`config.mk`:
```
export PLATFORM = sky130hd
export DESIGN_NAME = chgfault_ctrl
export DESIGN_NICKNAME = d
export VERILOG_FILES = /design/src/chgfault_pkg.sv /design/src/chgfault_ctrl.sv
export VERILOG_INCLUDE_DIRS = /design/src
export SDC_FILE = /design/constraint.sdc
export NUM_CORES = 1
export LEC_CHECK = 0
export ABC_AREA = 1
export BUFFER_PORTS_ARGS = -buffer_cell sky130_fd_sc_hd__buf_2
export CORE_MARGIN = 4
export CORE_UTILIZATION = 56
export CTS_CLUSTER_DIAMETER = 40
export DETAILED_ROUTE_END_ITERATION = 10
export PLACE_DENSITY = 0.72
export SYNTH_ARGS = -nofsm -noshare
export SYNTH_HDL_FRONTEND = slang
export SYNTH_SLANG_ARGS = --single-unit
export TNS_END_PERCENT = 30
```
`constraint.sdc`:
```
create_clock -name REF_CLK -period 2.9 [get_ports REF_CLK]
set_input_delay 0.435 -clock REF_CLK [delete_from_list [all_inputs] [get_ports REF_CLK]]
set_output_delay 0.435 -clock REF_CLK [all_outputs]
set_load 0.03 [all_outputs]
```
`src/chgfault_cfg.svh`:
```
// What this block does
// RL1: Boost inductor current at cycle limit starts overload; output current is limited.
// RL2: Overload lasting over 30ms raises overload fault and restores registers to defaults.
// RL3: Status select 00: status pin low while charging, high impedance otherwise.
// RL4: Status select 01 holds pin low; 10 holds pin high impedance.
// RL5: Charge-mode battery over-voltage stops charging, sets its flag, pulls interrupt low.
// RL6: Hysteresis release resumes charging with default settings and clears the fault.
// RL7: Boost battery over or under voltage stops switching, sets flag, enters high impedance.
// RL8: Under-voltage uses 3V start threshold before boost runs, 2.5V once running.
// RL9: Interrupt output is active low while any attention flag is set.
// RL10: Comparators are synchronised; overload counter restarts whenever overload clears.
// RL11: High impedance disables switching until new mode request or reset; select resets 00.
`ifndef CHGFAULT_CFG_SVH
`define CHGFAULT_CFG_SVH
`define CLK_MHZ 200
`define OVL_TIME_MS 30
`define OVL_CYCLES (`OVL_TIME_MS * 1000 * `CLK_MHZ)
`define STAT_SEL_RESET 2'h0
`endif

```
`src/chgfault_pkg.sv`:
```
package chgfault_pkg;
   typedef enum logic [1:0] {
      STAT_CHARGING = 2'b00,
      STAT_LOW = 2'b01,
      STAT_HIZ = 2'b10,
      STAT_RSVD = 2'b11
   } stat_sel_t;
   typedef enum logic [1:0] {
      MODE_IDLE = 2'b00,
      MODE_CHARGE = 2'b01,
      MODE_BOOST = 2'b10,
      MODE_HIZ = 2'b11
   } mode_t;
   typedef struct packed {
      logic bat_ovp;
      logic bat_ovp_rel;
      logic bst_ov;
      logic bst_uv_start;
      logic bst_uv_run;
      logic ilim;
   } cmp_t;
   typedef struct packed {
      logic overload;
      logic chg_bat_ov;
      logic bst_bat_ov;
      logic bst_bat_uv;
   } flags_t;
endpackage

```
`src/chgfault_ctrl.sv`:
```
`timescale 1ns/1ps
`include "chgfault_cfg.svh"
module chgfault_ctrl #(
   parameter int unsigned OVL_CYCLES = `OVL_CYCLES
) (
   input wire logic REF_CLK,
   input wire logic NRST,
   input wire chgfault_pkg::cmp_t CMP,
   input wire logic CHARGE_REQ,
   input wire logic BOOST_REQ,
   input wire logic [1:0] STAT_SEL_WR,
   input wire logic STAT_SEL_WE,
   input wire logic FLAG_CLR,
   output logic STAT_OUT,
   output logic STAT_OE,
   output logic INT_N,
   output logic SWITCH_EN,
   output logic CURRENT_LIMIT,
   output logic REG_DEFAULT,
   output chgfault_pkg::mode_t MODE,
   output chgfault_pkg::flags_t FLAGS,
   output logic [1:0] STAT_SEL
);

   // ----------------------------------------
   // Comparator synchroniser
   // ----------------------------------------
   localparam int W = $bits(chgfault_pkg::cmp_t);
   logic [W-1:0] s1_r, s2_r, s3_r;
   chgfault_pkg::cmp_t cmp_r;
   always_ff @(posedge REF_CLK or negedge NRST) begin
      if (!NRST) begin
         s1_r <= '0;
         s2_r <= '0;
         s3_r <= '0;
         cmp_r <= '0;
      end else begin
         s1_r <= CMP; // [RL10]
         s2_r <= s1_r;
         s3_r <= s2_r;
         // Accept a change only once two stages agree
         for (int i = 0; i < W; i++) begin
            if (s2_r[i] == s3_r[i]) cmp_r[i] <= s3_r[i];
         end
      end
   end

   // ----------------------------------------
   // Mode and fault decoding
   // ----------------------------------------
   chgfault_pkg::mode_t mode_r, mode_nxt;
   chgfault_pkg::flags_t flags_r, flags_nxt;
   logic [1:0] sel_r, sel_nxt;
   logic [31:0] ovl_cnt_r;
   logic bst_run_r;
   wire in_boost = (mode_r == chgfault_pkg::MODE_BOOST);
   wire in_charge = (mode_r == chgfault_pkg::MODE_CHARGE);
   wire ovl_active = in_boost && cmp_r.ilim; // [RL1]
   wire ovl_fault = ovl_active && (ovl_cnt_r >= OVL_CYCLES); // [RL2]
   // Start threshold guards the first cycle; running threshold is lower
   wire bst_uv = bst_run_r ? cmp_r.bst_uv_run : cmp_r.bst_uv_start; // [RL8]
   wire bst_trip = in_boost && (cmp_r.bst_ov || bst_uv); // [RL7]
   wire chg_ov = in_charge && cmp_r.bat_ovp; // [RL5]
   wire chg_rel = flags_r.chg_bat_ov && cmp_r.bat_ovp_rel; // [RL6]

   always_comb begin
      mode_nxt = mode_r;
      flags_nxt = flags_r;
      sel_nxt = sel_r;
      if (FLAG_CLR) flags_nxt = '0;
      if (STAT_SEL_WE) sel_nxt = STAT_SEL_WR;
      case (mode_r)
         chgfault_pkg::MODE_IDLE, chgfault_pkg::MODE_HIZ: begin
            // High impedance leaves only on a fresh mode request [RL11]
            if (BOOST_REQ) mode_nxt = chgfault_pkg::MODE_BOOST;
            else if (CHARGE_REQ) mode_nxt = chgfault_pkg::MODE_CHARGE;
         end
         chgfault_pkg::MODE_CHARGE: begin
            if (BOOST_REQ) mode_nxt = chgfault_pkg::MODE_BOOST;
         end
         chgfault_pkg::MODE_BOOST: begin
            if (bst_trip) mode_nxt = chgfault_pkg::MODE_HIZ; // [RL7]
            else if (CHARGE_REQ) mode_nxt = chgfault_pkg::MODE_CHARGE;
         end
         default: mode_nxt = chgfault_pkg::MODE_IDLE;
      endcase
      // Hardware sets win over software clear
      if (chg_ov) flags_nxt.chg_bat_ov = 1'b1; // [RL5]
      else if (chg_rel) begin
         flags_nxt.chg_bat_ov = 1'b0; // [RL6]
         sel_nxt = `STAT_SEL_RESET;
      end
      if (bst_trip && cmp_r.bst_ov) flags_nxt.bst_bat_ov = 1'b1; // [RL7]
      if (bst_trip && bst_uv) flags_nxt.bst_bat_uv = 1'b1;
      if (bst_trip) sel_nxt = `STAT_SEL_RESET; // [RL11]
      if (ovl_fault) begin
         flags_nxt.overload = 1'b1; // [RL2]
         sel_nxt = `STAT_SEL_RESET;
      end
   end

   // ----------------------------------------
   // State registers
   // ----------------------------------------
   always_ff @(posedge REF_CLK or negedge NRST) begin
      if (!NRST) begin
         mode_r <= chgfault_pkg::MODE_IDLE;
         flags_r <= '0;
         sel_r <= `STAT_SEL_RESET;
         bst_run_r <= 1'b0;
         ovl_cnt_r <= '0;
      end else begin
         mode_r <= mode_nxt;
         flags_r <= flags_nxt;
         sel_r <= sel_nxt;
         bst_run_r <= in_boost && (mode_nxt == chgfault_pkg::MODE_BOOST);
         if (!ovl_active || ovl_fault) ovl_cnt_r <= '0; // [RL10]
         else ovl_cnt_r <= ovl_cnt_r + 32'h1;
      end
   end

   // ----------------------------------------
   // Output flops
   // ----------------------------------------
   wire chg_prog = (mode_nxt == chgfault_pkg::MODE_CHARGE) && !flags_nxt.chg_bat_ov;
   wire stat_low = (sel_nxt == chgfault_pkg::STAT_LOW)
      || ((sel_nxt == chgfault_pkg::STAT_CHARGING) && chg_prog); // [RL3] [RL4]
   // A weak battery must not see even one switching cycle on a boost start
   wire start_block = !in_boost && cmp_r.bst_uv_start; // [RL8]
   wire sw_nxt = ((mode_nxt == chgfault_pkg::MODE_BOOST) && !bst_trip && !start_block)
      || chg_prog;
   always_ff @(posedge REF_CLK or negedge NRST) begin
      if (!NRST) begin
         STAT_OUT <= 1'b0;
         STAT_OE <= 1'b0;
         INT_N <= 1'b1;
         SWITCH_EN <= 1'b0;
         CURRENT_LIMIT <= 1'b0;
         REG_DEFAULT <= 1'b0;
         MODE <= chgfault_pkg::MODE_IDLE;
         FLAGS <= '0;
         STAT_SEL <= `STAT_SEL_RESET;
      end else begin
         STAT_OUT <= 1'b0;
         STAT_OE <= stat_low; // [RL3] [RL4]
         INT_N <= ~(|flags_nxt); // [RL9]
         SWITCH_EN <= sw_nxt; // [RL5] [RL11]
         CURRENT_LIMIT <= ovl_active; // [RL1]
         REG_DEFAULT <= ovl_fault || chg_rel; // [RL2]
         MODE <= mode_nxt;
         FLAGS <= flags_nxt;
         STAT_SEL <= sel_nxt;
      end
   end
endmodule

```
Word-level counts from Yosys, hierarchy flattened:

Cells that the tools add are included.

* bits in registers: 70
* bits of input ports: 14
* output and inout bits: 14

* magnitude comparators: 1
* reductions and logical operators: 27
* add/subtract/negate cells: 1
* bitwise gates (word level): 1
* equal/unequal tests: 12
* multiplexer cells: 18

Operator list (count)
* $add 32x1->32 const B: 1
* $ge 32x23->1 const B: 1
* $mux 32: 1
* $mux 2: 9
* $logic_and 1x1->1: 13
* $eq 1x1->1: 6
* $eq 2x1->1 const B: 3
* $eq 2x2->1 const B: 3
* $mux 1: 6
* $pmux 2 s3: 1
* $logic_not 1->1: 5
* $logic_or 1x1->1: 5
* $logic_not 2->1: 2
* $mux 4: 1
* $reduce_or 4->1: 1
* $reduce_or 2->1: 1
* $not 1->1: 1

Depth between registers and ports, before layout:

Gate-level depths: netlist of the first run.

* word-level depth: 9
* mapped depth: 11

Least setup slack after synthesis of the first run:

OpenSTA, ideal clock, no wires.

* path kind: flip-flop to flip-flop
* from: reg, netlist name MODE[0]
* to: reg STAT_OE
* stages on the path, launching flop included: 11
* setup slack: 1.259 ns
* buffers on the path: 0
* period minus slack after synthesis: 1.641 ns
* arrival time: 1.564 ns
* path through: dfrtp_1 > inv_1 > ha_1 > inv_1 > nor2_1 > inv_1 > o21ai_0 > o21ai_0 > nand2_1 > nand3_1 > a21oi_1

RTL lines
* end signal, assigned: RTL line chgfault_ctrl.sv:145 `STAT_OE <= stat_low;`
* end, declared: RTL line chgfault_ctrl.sv:15 `output logic STAT_OE,`

==> impl_metrics.ini, run 1 <==
[run_status]
status = completed

[drt]
viasPerCell = 4.75
avgRoutedWirePerCell_um = 12.1
drc_errors = 0
vias = 1876
drtPass1Iterations = 4
wirelength_um = 4790
postRouteAntennaNets = 0
first_iter_violations = 89

[sta]
fmax_ghz = 0.609
period_share_pct = 56.6
maxSlewViolCount = 0
rsz0062_at_grt = no
tightest_slew_ns = 0.892
setup_viol = 0
hold_violations = 0
finClkSkew_ns = 0.00805
relSlewSlack_pct = 40.5
period_minus_slack_ns = 1.64
fin_tns_setup_ns = 0

[setup_path]
startpoint_type = flip-flop
critPathRequiredTime_ns = 3.17
crit_fanout = 19
max_stage_delay_ns = 0.41
crit_path_top_delay_cell = dfrtp_1
crit_path_end_kind = flip-flop
cp.arrival_ns = 1.91
path_cells = inv_1, ha_1, nand2_1, inv_1, nand3_4, inv_2, nand2_1, nor2_1
critPathKind = reg2reg

[logic_synthesis]
synth_cell_type_count = 39
post_synth_inst_count = 278
synth_area_um2 = 2850
ys_seq_area_share_pct = 61.5
synth_top_area_cell = dfrtp_1
synthTopCellsByArea = dfrtp_1 (61%), nand2_1 (6.6%), nor2_1 (4.7%)
yosys_warnings = 0
synth_seq_cells = 70
avgSynthCellArea_um2 = 10.2
synth_top_area_share_pct = 60.6

[global_route]
busiest_layer = met2
grt_use_met1_pct = 25.0
grt_pass1_wl_um = 8400
grt_max_degree = 44
met2_usage_pct = 25.3
gr-usage-met3_pct = 4.76
first_global_vias = 1818
grt_overflow = 0
track_usage_pct = 17.7
antenna_found_initial = 0

[placed_design]
dp_hpwl_um = 3470
globalplace.congestion = 0.826
port-buffer-count = 26

[cts]
cts_hold_buf = 0
cts_tree = built
clkLatencyLatePin_ns = 0.34
path_clk_slew_ns = 0.08
cts-root-buf = clkbuf_8
clk_path_buf_depth = 2
htree_levels = 3
cts.sinks = 70
cts_setup_buffers = 0
post_cts_resized = 0
cts-buffers-inserted = 9

[finish]
postLayoutCoreUtil_pct = 68.8
fin_nets = 341
final_layout_size_suffix_gt1_share_pct = 21.0
area_growth_pct = 16.4
diodes = 0

[power]
cellLeakagePower_nw = 1.56
pwr_density_cell_nw_per_um2 = 798
vdd_ir_drop_max_v = 0.000437

[floorplanning]
rows = 25
start_util_pct = 59.1
dieArea_um2 = 6290
ios = 28
die_w_um = 79.3
coreArea_um2 = 4820
die_h_um = 79.3

[flow_run]
maxCapViolations = 0

[hold_path]
hp-class = in2reg
path summary, 6_finish.rpt:
| check | from | to | slack, ns | cells after the start |
|---|---|---|---|---|
| worst max-delay path | MODE[0] | ovl_cnt_r[15] | 1.26 | 8 |
| worst min-delay path | CMP[0] | s1_r[0] | 0.19 | 1 |
| worst max register to register | MODE[0] | ovl_cnt_r[15] | 1.26 | 8 |
| worst min register to register | s1_r[2] | s2_r[2] | 0.35 | 0 |
| max in group asynchronous | NRST | ovl_cnt_r[12] | 1.91 | 2 |
| min in group asynchronous | NRST | cmp_r[3] | 0.22 | 1 |
worst max-delay path: cells and delay by family, from the launching register on:
family	cells	cell delay [ns]
fa+ha+maj	1	0.25
flops	1	0.41
simple gates	4	0.50
buf+inv	3	0.41
synthesized netlist by cell type, drive strengths merged:
master	count
dfrtp	69
nand2	51
nor2	44
inv	35
nand3	15
a21oi	10
nor3	10
o21ai	7
maj3	6
xor2	5
ha	4
nor3b	4
buf	3
o22ai	2
a31oi	1
and3	1
conb	1
dfstp	1
mux2	1
mux2i	1
nand3b	1
nor4	1
o211ai	1
o21a	1
o31ai	1
or2	1
xnor2	1
layout make-up:
cell class / count / area (um^2)
sequential: 70 / 1750
clock buffer: 9 / 124
clock inverter: 7 / 104
multi-input combinational: 179 / 975
inverter: 35 / 131
tap: 67 / 83.8
timing repair buffer: 28 / 145
fill: 381 / 1500
report_power, final:
part	internal (mW)	total (mW)	switching [mW]
clock network	0.496	0.882	0.386
registers	1.09	1.15	0.0542
logic	0.182	0.617	0.436
cells by family after synthesis:
logic type	Yosys count	share of synthesized area (%)
multiplexers	2	0.747
other	1	0.132
AO/OA/AOI/OAI	23	4.83
adder cells (fa/ha/maj)	10	3.86
AND/OR/NAND/NOR	128	21.6
flip-flops	70	61.5
buffers and inverters	38	5.45
XOR/XNOR	6	1.84
metal layers:
layer  up-vias  part of all wire [%]
met5         -                     0
met4         0                   1.5
met3         7                   4.1
met2        35                    44
met1       877                    50
li1        957                     -
cell usage in the layout, fill, tap and decap left out, types with 2 or more instances in the layout:
cell and n:
a21oi_1 7, a21oi_2 3, buf_2 26, buf_4 2
bufinv_16 2, clkbuf_8 9, clkinv_4 2, conb_1 10
dfrtp_1 69, ha_1 4, inv_1 30, inv_2 5
inv_6 3, maj3_1 6, nand2_1 50, nand3_1 12
nand3_2 2, nor2_1 36, nor2_2 7, nor3_1 8
nor3_4 2, nor3b_1 3, o21ai_0 5, o21ai_1 2
o22ai_1 2, xor2_1 5
sequential cells by signal (all words and copies together), names as in the netlist:
signal / cells
ovl_cnt_r: 32
cmp_r: 6
s1_r: 6
s2_r: 6
s3_r: 6
FLAGS: 4
MODE: 2
STAT_SEL: 2
CURRENT_LIMIT: 1
INT_N: 1
REG_DEFAULT: 1
STAT_OE: 1
SWITCH_EN: 1
bst_run_r: 1
per-stage QoR:
step	instances	hold WS, ns	setup WS (ns)	power [mW]	area, um^2
after floorplan	287	0.139	1.26	1.59	2880
after global placement	379	0.333	1.28	1.77	3090
after detailed placement	379	0.336	1.25	1.78	3090
after CTS	395	0.183	1.24	2.67	3320
after global routing	395	0.177	1.11	2.78	3320
final	395	0.194	1.26	2.65	3320
(Power assumes the default switching activity.)
==> inputs of run 2 (changes only) <==
--- a/config.mk
+++ b/config.mk
@@ -6,13 +6,13 @@
 export SDC_FILE = /design/constraint.sdc
 export NUM_CORES = 1
 export LEC_CHECK = 0
-export ABC_AREA = 1
+export ABC_AREA = 0
 export BUFFER_PORTS_ARGS = -buffer_cell sky130_fd_sc_hd__buf_2
 export CORE_MARGIN = 4
-export CORE_UTILIZATION = 56
+export CORE_UTILIZATION = 52
 export CTS_CLUSTER_DIAMETER = 40
 export DETAILED_ROUTE_END_ITERATION = 10
-export PLACE_DENSITY = 0.72
+export PLACE_DENSITY = 0.71
 export SYNTH_ARGS = -nofsm -noshare
 export SYNTH_HDL_FRONTEND = slang
 export SYNTH_SLANG_ARGS = --single-unit
==> constraint.sdc (replaced) <==
create_clock -name REF_CLK -period 1.44 [get_ports REF_CLK]
set_input_delay 0.216 -clock REF_CLK [delete_from_list [all_inputs] [get_ports REF_CLK]]
set_output_delay 0.216 -clock REF_CLK [all_outputs]
set_load 0.03 [all_outputs]
==> run 2 against run 1 <==
The flow now finishes with violations (setup timing). Sequential power rose by 100%. First-iteration DRC count is 7.9% higher. Clock skew is 0.0016 ns lower. Power up 99%. Critical path type unchanged.
==> impl_metrics.ini, run 2 <==
[logic_synthesis]
yosys_warnings = 0
ys.flop_type = dfrtp_1
avgSynthCellArea_um2 = 12.1
synth_top_area_share_pct = 63.8
synthArstFlopShare_pct = 100
synth_area_um2 = 2710
synthTopCellsByArea = dfrtp_1 (64%), xor2_1 (5.2%), nor2_1 (3.9%)
ys_seq_area_share_pct = 64.8
synth_top_area_cell = dfrtp_1
post_synth_inst_count = 224
synth_cell_type_count = 41
synth_most_common_cell = dfrtp_1
synth_seq_cells = 70
synth_edf_count = 0
ys_top_cells_by_count = dfrtp_1 (69), nor2_1 (28), xor2_1 (16)

[cts]
cts_tree = built
path_clk_slew_ns = 0.07
clk_path_buf_depth = 2
cts-root-buf = clkbuf_8
cts-buffers-inserted = 9
cts.sinks = 70
htree_levels = 3
clkLatencyLatePin_ns = 0.34

[hold_path]
holdPathEnd = FLAGS[3]
worstHoldStart = FLAG_CLR
holdPathStages = 2
hp-class = in2reg

[setup_path]
worstRegToRegCells = 6
crit_path_top_delay_cell = dfrtp_1
r2r_slack_ns = -0.17
crit_buf_inv = 1
startpoint_type = flip-flop
r2r_end = STAT_OE
path_cells = nand4b_1, nor3_2, a21oi_4, buf_4, o21a_1, o32a_1
path_delay_family = compound AO/OA/AOI/OAI gates
max_stage_delay_ns = 0.40
crit_fanout = 5
critPathRequiredTime_ns = 1.66
critPathKind = reg2reg
cp.arrival_ns = 1.83
worstReg2RegStart = ovl_cnt_r[23]
crit_path_end_kind = flip-flop

[global_route]
grt_pass1_wl_um = 8750
first_global_vias = 1942
met2_usage_pct = 27.4
grt_overflow = 0
grt_max_degree = 71
grt_use_met1_pct = 24.7
gr-usage-met3_pct = 5.16
busiest_layer = met2
track_usage_pct = 18.2
antenna_found_initial = 0

[finish]
top_register = ovl_cnt_r
diodes = 0
final_common_cell = dfrtp_1
fin_nets = 331
largest_register_ffs = 32
postLayoutCoreUtil_pct = 73.8
final_cell_mix = dfrtp_1 (67), buf_4 (35), buf_2 (26)
final_layout_size_suffix_gt1_share_pct = 34.9
final_area_um2 = 3600
area_growth_pct = 33.1

[flow_run]
maxCapViolations = 0

[power]
vdd_ir_drop_max_v = 0.00125
pwr_density_cell_nw_per_um2 = 1470
cellLeakagePower_nw = 1.69

[run_status]
status = complete, but fails checks
violations = setup timing

[drt]
viasPerCell = 4.97
postRouteAntennaNets = 0
drc_errors = 0
vias = 1914
wirelength_um = 5120
first_iter_violations = 96
avgRoutedWirePerCell_um = 13.3
drtPass1Iterations = 5

[sta]
fmax_ghz = 0.622
period_share_pct = 112
finClkSkew_ns = 0.00641
period_minus_slack_ns = 1.61
tightest_slew_ns = 0.531
rsz0062_at_grt = yes
whs_ns = 0.149
hold_violations = 0
relSlewSlack_pct = 64.3
setup_viol = 29
maxSlewViolCount = 0
setup_ws_ns = -0.168
fin_tns_setup_ns = -2.44

[placed_design]
pre_cts_ws_ns = -0.140
port-buffer-count = 26
dpl_cell_area_um2 = 3230
globalplace.congestion = 0.843
dp_hpwl_um = 3300

[floorplanning]
die_w_um = 80.1
dieArea_um2 = 6420
start_util_pct = 55.5
die_h_um = 80.1
ios = 28
coreArea_um2 = 4880
rows = 25
-- run 2: cell count changes in the layout (fill, tap and decap cells not counted), moves of 4 or more --
cell	delta
nor3_1	-6
a21oi_1	-5
xor2_1	+11
nand2_1	-36
and3_1	+4
dlygate4sd3_1	+7
nand4_1	+9
buf_4	+33
nor3_2	+4
nor2_1	-12
inv_1	-19
-- run 2: cell type report --
class                           instances  area (um^2)
Sequential cell                        70         1760
Fill cell                             353         1280
Multi-Input combinational cell        147         1020
Timing Repair Buffer                   72          517
Clock buffer                           10          128
Tap cell                               67         83.8
Inverter                               13         48.8
Clock inverter                          6         46.3
-- run 2: what timing repair did --
item	CTS	global route
buffers inserted	4	0
hold endpoints to repair	75	0
gates cloned	1	0
endpoints found under the setup margin	29	31
gates resized for setup	15	8
hold buffers	7	0
pin swaps	13	5
-- run 2: power by group --
part / total (mW) / internal, mW / switching (mW)
Sequential: 2.32 / 2.20 / 0.122
Clock: 1.38 / 0.636 / 0.744
Combinational: 1.57 / 0.661 / 0.914
Total: 5.28 / 3.50 / 1.78
-- run 2: worst max-delay path by stage --
stage	start	endpoint	slack (ns)	cells after the start
3_5_place_dp	MODE[0]	STAT_OE	-0.14	7
5_1_grt	ovl_cnt_r[24]	ovl_cnt_r[12]	-0.24	6
2_1_floorplan	bst_run_r	SWITCH_EN	-0.12	5
6_report	ovl_cnt_r[23]	STAT_OE	-0.17	6
4_1_cts	MODE[0]	STAT_OE	-0.15	7
3_3_place_gp	MODE[0]	STAT_OE	-0.13	7
-- run 2: cell families after synthesis --
family	synth area share [%]
buffers and inverters	2.45
AO/OA/AOI/OAI	5.92
adder cells (fa/ha/maj)	4.07
AND/OR/NAND/NOR	14.8
flip-flops	64.8
other	0.139
multiplexers	1.34
XOR/XNOR	6.47
-- run 2: through the flow --
step,cells,total power [mW]
2_1_floorplan,233,3.29
3_3_place_gp,357,3.74
3_5_place_dp,357,3.78
4_1_cts,385,5.27
5_1_grt,385,5.57
6_report,385,5.28
-- run 2: per-layer routing --
metal  vias to the layer above  part of all wire, %
li1                        929                    -
met1                       935                   45
met2                        42                   49
met3                         8                  4.6
met4                         0                  1.5
met5                         -                    0
